`config.mk`:
```
export PLATFORM = sky130hd
export DESIGN_NAME = tape_status
export DESIGN_NICKNAME = d
export VERILOG_FILES = /design/src/pkg/tape_status_pkg.sv /design/src/hdl/tape_status.sv
export VERILOG_INCLUDE_DIRS = /design/src /design/src/pkg
export SDC_FILE = /design/constraint.sdc
export NUM_CORES = 1
export LEC_CHECK = 0
export BUFFER_PORTS_ARGS = -buffer_cell sky130_fd_sc_hd__buf_2
export CAP_MARGIN = 20
export CORE_MARGIN = 4
export CORE_UTILIZATION = 48
export DETAILED_ROUTE_END_ITERATION = 7
export PLACE_DENSITY_LB_ADDON = 0.15
export REMOVE_ABC_BUFFERS = 1
export SKIP_LAST_GASP = 1
export SYNTH_ARGS = -nofsm -noshare
export SYNTH_HDL_FRONTEND = slang
export SYNTH_SLANG_ARGS = --single-unit
```
`constraint.sdc`:
```
create_clock -name pclk -period 2.1 [get_ports pclk]
set_clock_uncertainty 0.1 [all_clocks]
set_input_delay 0.21 -clock pclk [delete_from_list [all_inputs] [get_ports pclk]]
set_output_delay 0.21 -clock pclk [all_outputs]
set_load 0.02 [all_outputs]
```
`src/pkg/tape_status_params.svh`:
```
`ifndef TAPE_STATUS_PARAMS_SVH
`define TAPE_STATUS_PARAMS_SVH

// ****************************************
// register offsets
// ****************************************
`define OFS_CTRL      12'h000
`define OFS_STATUS    12'h004
`define OFS_IRQ_STAT  12'h008
`define OFS_IRQ_MASK  12'h00C
`define OFS_PHASE     12'h010

// ****************************************
// control fields
// ****************************************
`define CTRL_FUNC_LSB 0
`define CTRL_START    8

// ****************************************
// function codes
// ****************************************
`define FN_RDBACK     3'h2
`define FN_REWIND     3'h3
`define FN_BOOT       3'h4
`define FN_WRITE      3'h5
`define FN_RDFWD      3'h6
`define FN_SKIPW      3'h7

// ****************************************
// status word fields
// ****************************************
`define ST_INTERLOCK  0
`define ST_BUSY       1
`define ST_EOT_LP     2
`define ST_ZERO       3
`define ST_ONE        4
`define ST_LATE       5
`define ST_PARITY     6
`define ST_ABNORMAL   7
`define ST_REEL_END   8
`define ST_HASH       9
`define ST_INVALID    10
`define ST_MOD5_LSB   12
`define STATUS_RST    16'h0010

// ****************************************
// interrupt bits
// ****************************************
`define IRQ_DONE      0
`define IRQ_ERR       1
`define IRQ_MASK_RST  2'h0

// ****************************************
// timing
// ****************************************
`define CLK_PERIOD_NS 100
`define LATE_LIMIT_NS 192000
`define LATE_CYC      (`LATE_LIMIT_NS / `CLK_PERIOD_NS)

`endif

```
`src/pkg/tape_status_pkg.sv`:
```
`default_nettype none
package tape_status_pkg;

  typedef enum logic [1:0] {PH_IDLE, PH_READ, PH_WRITE, PH_FINISH} phase_t;

  typedef struct packed {
    phase_t      phase;
    logic [2:0]  func;
    logic [15:0] status;
    logic [2:0]  fcnt;
    logic        offer;
    logic [2:0]  offer_chars;
    logic        req;
    logic        later_word;
    logic [15:0] timer;
    logic        miss;
    logic        run;
    logic [1:0]  irq_stat;
    logic [1:0]  irq_mask;
    logic        irq;
    logic        pready;
    logic        pslverr;
    logic [31:0] prdata;
  } core_t;

endpackage
`default_nettype wire

```
`src/hdl/tape_status.sv`:
```
// Design decisions made here: the placing of the registers and register access over APB.
`timescale 1ns/10ps
`default_nettype none
`include "tape_status_params.svh"

module tape_status
  import tape_status_pkg::*;
#(
  parameter int LATE_CYCLES = `LATE_CYC
) (
  // clock and reset
  input  wire logic        pclk,
  input  wire logic        presetn,
  // apb slave
  input  wire logic        psel,
  input  wire logic        penable,
  input  wire logic        pwrite,
  input  wire logic [11:0] paddr,
  input  wire logic [31:0] pwdata,
  output var  logic [31:0] prdata,
  output var  logic        pready,
  output var  logic        pslverr,
  // interrupt
  output var  logic        irq,
  // tape side
  input  wire logic        frame_strobe,
  input  wire logic        lat_par_err,
  input  wire logic        lrc_err,
  input  wire logic        block_end,
  input  wire logic        word_need,
  input  wire logic        eot_marker,
  input  wire logic        hash_err,
  input  wire logic        unit_interlock,
  input  wire logic        unit_busy,
  input  wire logic        unit_eot_lp,
  input  wire logic        func_invalid,
  output var  logic        run,
  output var  logic [2:0]  run_func,
  // processor channel
  output var  logic        word_offer,
  output var  logic [2:0]  word_chars,
  input  wire logic        word_take,
  output var  logic        word_req,
  input  wire logic        word_give
);

  // ****************************************
  // parameter check
  // ****************************************
  if (LATE_CYCLES < 1 || LATE_CYCLES > 65535) begin : g_bad_late
    $error("LATE_CYCLES out of range");
  end

  if (`ST_MOD5_LSB + 3 > 15) begin : g_bad_mod5
    $error("mod-5 field does not fit the status word");
  end

  if (`ST_INVALID >= `ST_MOD5_LSB) begin : g_bad_layout
    $error("status flags overlap the mod-5 field");
  end

  localparam logic [15:0] LATE_LAST = 16'(LATE_CYCLES - 1);

  core_t r;
  core_t n;

  // ****************************************
  // address decode
  // ****************************************
  function automatic logic mapped(input logic [11:0] a);
    mapped = (a == `OFS_CTRL) || (a == `OFS_STATUS) || (a == `OFS_IRQ_STAT) ||
             (a == `OFS_IRQ_MASK) || (a == `OFS_PHASE);
  endfunction

  function automatic logic [31:0] rd_mux(input core_t s, input logic [11:0] a);
    rd_mux = 32'h0000_0000;
    unique case (a)
      `OFS_CTRL:     rd_mux = {23'h00_0000, s.run, 5'h00, s.func};
      `OFS_STATUS:   rd_mux = {16'h0000, s.status};
      `OFS_IRQ_STAT: rd_mux = {30'h0000_0000, s.irq_stat};
      `OFS_IRQ_MASK: rd_mux = {30'h0000_0000, s.irq_mask};
      `OFS_PHASE:    rd_mux = {30'h0000_0000, s.phase};
      default:       rd_mux = 32'h0000_0000;
    endcase
  endfunction

  function automatic logic is_write_fn(input logic [2:0] f);
    is_write_fn = (f == `FN_WRITE) || (f == `FN_SKIPW);
  endfunction

  // busy and eot_lp bits refreshed as read and write status is produced, busy gated by eot_lp
  function automatic logic [15:0] close_status(input logic [15:0] s, input logic busy,
                                               input logic eot_lp);
    close_status             = s;
    close_status[`ST_BUSY]   = busy & eot_lp;
    close_status[`ST_EOT_LP] = eot_lp;
  endfunction

  // ****************************************
  // next state
  // ****************************************
  always_comb begin
    logic       access;
    logic       wr;
    logic [1:0] ev;
    logic [1:0] clr;
    logic [2:0] fn;
    n      = r;
    access = psel & penable & r.pready;
    wr     = access & pwrite;
    ev     = 2'h0;
    clr    = 2'h0;
    fn     = pwdata[`CTRL_FUNC_LSB +: 3];

    // ****************************************
    // apb access
    // ****************************************
    // apb: one wait state, then answer
    n.pready  = psel & penable & ~r.pready;
    n.pslverr = psel & penable & ~r.pready & ~mapped(paddr);
    if (psel & penable & ~r.pready & ~pwrite) begin
      n.prdata = rd_mux(r, paddr);
    end
    if (wr && paddr == `OFS_IRQ_STAT) begin
      clr = pwdata[1:0];
    end
    if (wr && paddr == `OFS_IRQ_MASK) begin
      n.irq_mask = pwdata[1:0];
    end

    unique case (r.phase)
      // ****************************************
      // function start
      // ****************************************
      PH_IDLE: begin
        if (wr && paddr == `OFS_CTRL && pwdata[`CTRL_START]) begin
          n.func       = fn;
          n.status     = `STATUS_RST;
          n.fcnt       = 3'h0;
          n.offer      = 1'b0;
          n.req        = 1'b0;
          n.miss       = 1'b0;
          n.later_word = 1'b0;
          n.timer      = 16'h0000;
          if (unit_interlock || func_invalid || (unit_busy && !unit_eot_lp)) begin
            // unit conditions report alone, same for bootstrap as rewind
            n.status[`ST_INTERLOCK] = unit_interlock;
            n.status[`ST_INVALID]   = func_invalid & ~unit_interlock;
            n.status[`ST_BUSY]      = unit_busy & ~unit_interlock & ~func_invalid;
            ev[`IRQ_DONE]           = 1'b1;
          end else if (fn == `FN_REWIND) begin
            ev[`IRQ_DONE] = 1'b1;
          end else if (is_write_fn(fn)) begin
            n.run   = 1'b1;
            n.phase = PH_WRITE;
            n.req   = 1'b1;
          end else begin
            // bootstrap runs as a read forward
            n.run   = 1'b1;
            n.phase = PH_READ;
          end
        end
      end

      // ****************************************
      // read transfer
      // ****************************************
      PH_READ, PH_FINISH: begin
        // response deadline on an offered word
        if (r.offer) begin
          if (r.timer == LATE_LAST) begin
            n.miss = 1'b1;
          end else begin
            n.timer = r.timer + 16'h0001;
          end
        end
        if (r.offer && word_take) begin
          n.offer = 1'b0;
          // a miss belongs to the word in hand only
          n.miss  = 1'b0;
          if (r.miss) begin
            n.status[`ST_LATE] = 1'b1;
          end
          n.status[`ST_MOD5_LSB +: 3] = r.offer_chars;
        end
        if (r.phase == PH_READ && frame_strobe) begin
          if (lat_par_err) begin
            n.status[`ST_PARITY] = 1'b1;
          end
          // fifth frame completes a word
          if (r.fcnt == 3'h4) begin
            if (n.offer) begin
              n.miss = 1'b1;
            end
            n.offer       = 1'b1;
            n.offer_chars = 3'h0;
            n.timer       = 16'h0000;
            n.fcnt        = 3'h0;
          end else begin
            n.fcnt = r.fcnt + 3'h1;
          end
        end
        if (r.phase == PH_READ && block_end) begin
          if (lrc_err) begin
            n.status[`ST_PARITY] = 1'b1;
          end
          // leftover frames go out as a padded partial word
          if (r.fcnt != 3'h0) begin
            if (n.offer) begin
              n.miss = 1'b1;
            end
            n.offer                = 1'b1;
            n.offer_chars          = r.fcnt;
            n.timer                = 16'h0000;
            n.status[`ST_ABNORMAL] = 1'b1;
          end
          n.phase = PH_FINISH;
        end
        // eot_marker deliberately ignored while reading
        // status waits until the last word is taken or missed
        if (r.phase == PH_FINISH && (!r.offer || r.miss)) begin
          n.offer                = 1'b0;
          n.run                  = 1'b0;
          n.phase                = PH_IDLE;
          n.status               = close_status(n.status, unit_busy, unit_eot_lp);
          ev[`IRQ_DONE]          = 1'b1;
          ev[`IRQ_ERR]           = r.status[`ST_LATE] | r.status[`ST_PARITY];
        end
      end

      // ****************************************
      // write transfer
      // ****************************************
      PH_WRITE: begin
        // deadline applies from the second word on
        if (r.req && r.later_word) begin
          if (r.timer == LATE_LAST) begin
            n.miss = 1'b1;
          end else begin
            n.timer = r.timer + 16'h0001;
          end
        end
        if (r.req && word_give) begin
          n.req        = 1'b0;
          n.later_word = 1'b1;
          n.miss       = 1'b0;
          if (r.miss && r.later_word) begin
            n.status[`ST_LATE] = 1'b1;
          end
        end
        if (word_need) begin
          // a new need while a later word is still owed counts as missed
          if (n.req && r.later_word) begin
            n.miss = 1'b1;
          end
          n.req   = 1'b1;
          n.timer = 16'h0000;
        end
        // frames seen by the read-back check
        if (frame_strobe && lat_par_err) begin
          n.status[`ST_PARITY] = 1'b1;
        end
        if (block_end && lrc_err) begin
          n.status[`ST_PARITY] = 1'b1;
        end
        if (eot_marker) begin
          n.status[`ST_REEL_END] = 1'b1;
        end
        if (hash_err) begin
          n.status[`ST_HASH] = 1'b1;
        end
        if (block_end) begin
          n.req                = 1'b0;
          n.run                = 1'b0;
          n.phase              = PH_IDLE;
          n.status             = close_status(n.status, unit_busy, unit_eot_lp);
          ev[`IRQ_DONE]        = 1'b1;
          ev[`IRQ_ERR]         = n.status[`ST_LATE] | n.status[`ST_PARITY] |
                                 n.status[`ST_HASH];
        end
      end
    endcase

    // ****************************************
    // fixed status bits
    // ****************************************
    n.status[`ST_ZERO] = 1'b0;
    n.status[`ST_ONE]  = 1'b1;
    n.status[11]       = 1'b0;
    n.status[15]       = 1'b0;

    // ****************************************
    // interrupt
    // ****************************************
    // set wins over write-one clear
    n.irq_stat = (r.irq_stat & ~clr) | ev;
    n.irq      = |(n.irq_stat & n.irq_mask);
  end

  // ****************************************
  // state register
  // ****************************************
  always_ff @(posedge pclk or negedge presetn) begin
    if (!presetn) begin
      r <= '{
        phase:       PH_IDLE,
        func:        3'h0,
        status:      `STATUS_RST,
        fcnt:        3'h0,
        offer:       1'b0,
        offer_chars: 3'h0,
        req:         1'b0,
        later_word:  1'b0,
        timer:       16'h0000,
        miss:        1'b0,
        run:         1'b0,
        irq_stat:    2'h0,
        irq_mask:    `IRQ_MASK_RST,
        irq:         1'b0,
        pready:      1'b0,
        pslverr:     1'b0,
        prdata:      32'h0000_0000
      };
    end else begin
      r <= n;
    end
  end

  // ****************************************
  // outputs
  // ****************************************
  assign prdata     = r.prdata;
  assign pready     = r.pready;
  assign pslverr    = r.pslverr;
  assign irq        = r.irq;
  assign run        = r.run;
  assign run_func   = r.func;
  assign word_offer = r.offer;
  assign word_chars = r.offer_chars;
  assign word_req   = r.req;

endmodule // tape_status
`default_nettype wire

```
==> impl_metrics.ini <==
[status]
status = complete, no violations

[clock_network]
insertion_delay_ps = 330
cts_made_buffers = 9
cts_tree = built
h-tree-depth = 3
clock_sinks = 64
post_cts_buffers = 0
path_clk_slew_ps = 70
root_buffer = clkbuf_8
clockBufferDepth = 2

[routing]
dr.first_iter.drc_count = 294
drt-total-wl_um = 9390
drt_pass1_iterations = 5
antenna_left = 0
via_per_inst = 5.49
drcViolationCount = 0
wl_per_cell_um = 15.2
vias = 3394

[floorplanning]
start_util = 0.489
die_w_um = 96.5
die_h_um = 96.5
core_sq_um = 7690
die_area_sq_um = 9320
pin_count = 106
row_count = 32

[grt]
grt_overflow = 0
grt_max_degree = 42
grt_pass1_vias = 3046
globalRouteTotalUtil = 0.212
grt_antenna_before_repair = 0
grt_pass1_wl_um = 15100

[placement]
dp_hpwl_um = 7180
gp_congestion = 0.916
placed_area_sq_um = 4220
io_buffers = 58

[logic_synthesis]
ys.warnings.count = 0
yosysTopAreaCellShare = 0.426
synth.ff_latch_count = 64
async_reset_ff_frac = 1.00
yosys-top-cells-area = dfrtp_1, buf_4, nand2_1, o21ai_0, a21oi_1
synthCells = 434
synth_area_sq_um = 3760
synth_edf_count = 0
synth-main-ff-cell = dfrtp_1
avgSynthCellArea_sq_um = 8.67
seq_area_frac_synth = 0.426
yosys.area.top_type = dfrtp_1
yosysUniqueCellTypes = 55

[timing]
tightest_slew_ps = 661
min_period_ps = 2030
hold_viol = 0
layout_worst_path_cycle_share = 0.965
finalSetupViolations = 0
drv_slew = 0
max_freq_mhz = 493
rsz0062_at_grt = false
relSlewSlack = 0.554
whs_ps = 35.8

[job]
maxCapViolations = 0

[critical_path]
crit_type = reg -> reg
critPathArrivalTime_ps = 2150
critPathMaxFanout = 4
crit_path_start_kind = flop
worst_r2r_endpoint = irq
r2r_setup_slack_ps = 70
cp-end-kind = flop
required_ps = 2230
crit_start = pready
r2r-start = pready
r2r_cells = 6

[pwr]
total_power_mw = 2.52
power_leakage_nw = 2.09
peakVddDrop_mv = 0.378
p_per_area_nw_per_um2 = 562

[finish]
nets = 577
fin_area_sq_um = 4480
antenna_cells = 0
area_delta_synth_final_pct = 19.2
layout-drive-gt1-share = 0.264

[hold_path]
min_from = func_invalid
holdPathStages = 3
hold_path.class = in -> reg
min_to = r[76]
## flip-flops by register name, indices dropped and copies added (netlist names)
| register | count |
|---|---|
| word_offer | 1 |
| r | 39 |
| pready | 1 |
| run_func | 3 |
| run | 1 |
| prdata | 13 |
| irq | 1 |
| pslverr | 1 |
| word_req | 1 |
| word_chars | 3 |
## final cells by class
| cell class | count | area, sq um |
|---|---|---|
| well taps | 102 | 128 |
| repair buffers | 102 | 641 |
| flip-flops and latches | 64 | 1600 |
| fillers | 733 | 3200 |
| clock inverters | 4 | 45.0 |
| multi-input cells | 321 | 1870 |
| inverters | 14 | 52.6 |
| clock buffers | 11 | 141 |
## cell usage after synthesis, types with 6 or more instances
cell type and count:
mux2i_1 6, inv_1 14, clkbuf_1 8, nand4_1 9, o21ai_0 33, buf_4 39, dfrtp_1 64, a21oi_1 28
nor2_1 32, nand2_1 73, nor2b_1 7, nand3_1 6, nor3_1 10, a31oi_1 12
## cells in the final DEF, fill, tap and decap left out, drive strengths merged, types with 2 or more instances in the layout
cell	count
dfrtp	64
nand2	73
dlygate4sd3	3
a22o	5
o32a	3
o21bai	2
or4	2
mux2i	6
nor3	12
a32o	2
mux2	4
nand2b	4
a41oi	4
a221oi	2
nand4	10
clkbuf	11
and2	3
nand3	6
nor2b	7
conb	19
nor3b	4
o311ai	3
clkinv	3
or3	4
nor4	6
and4	3
a21oi	28
and3	3
o21ai	33
a31oi	12
inv	14
nand3b	2
o211ai	6
o21a	2
buf	99
o31ai	4
nor2	32
ha	3
## how the worst max path moves through the flow
| stage | slack, ps | to |
|---|---|---|
| floorplan | -170 | r[86] |
| global placement | 9 | r[55] |
| detailed placement | -20 | r[55] |
| CTS | -30 | r[55] |
| global route | 0.9 | r[55] |
| finish | 70 | irq |
## cell families (layout without fill, tap and decap cells)
group / Yosys count / in the layout / synth area share
buffers and inverters: 67 / 131 / 0.109
DFF: 64 / 64 / 0.426
adders and majority gates: 3 / 3 / 0.00998
and+or+nand+nor: 173 / 173 / 0.228
muxes: 10 / 10 / 0.0279
AOI/OAI and AO/OA: 116 / 116 / 0.198
other: 1 / 19 / 0.000997
## report_power, final
| part | switching (mW) | internal (mW) | total, mW |
|---|---|---|---|
| Sequential | 0.0137 | 1.25 | 1.27 |
| Combinational | 0.156 | 0.0772 | 0.233 |
| Clock | 0.451 | 0.568 | 1.02 |
## metrics by stage
stage / setup TNS, ps / utilization / worst slack, ps / cells
after floorplan: -1230 / - / -173 / 399
after global placement: 0 / 0.548 / 9.31 / 600
after detailed placement: -28.4 / 0.548 / -19.9 / 600
after CTS: -47.7 / 0.575 / -29.5 / 617
after global routing: 0 / 0.583 / 0.920 / 618
final: 0 / 0.583 / 73.0 / 618
## critical path: stages, from the launching register on
cell and delay, ps:
dfrtp_1 340, and4_1 340, nand2_1 80, nor3_1 330, buf_4 190, mux2_2 340
a22o_1 200
## metal layers
metal,up-vias,global-route usage,wire length (um)
li1,1669,-,-
met1,1594,0.317,4340
met2,121,0.308,4250
met3,10,0.0372,667
met4,0,0.0701,129
met5,-,0,0
## what timing repair did
item	4_1_cts	5_1_grt
resized for setup	1	13
pin swaps	0	1
hold buffers	2	1
endpoints found under the setup margin	3	17
endpoints found under the hold margin	24	1
No activity file was read; power rests on OpenSTA's default activity.
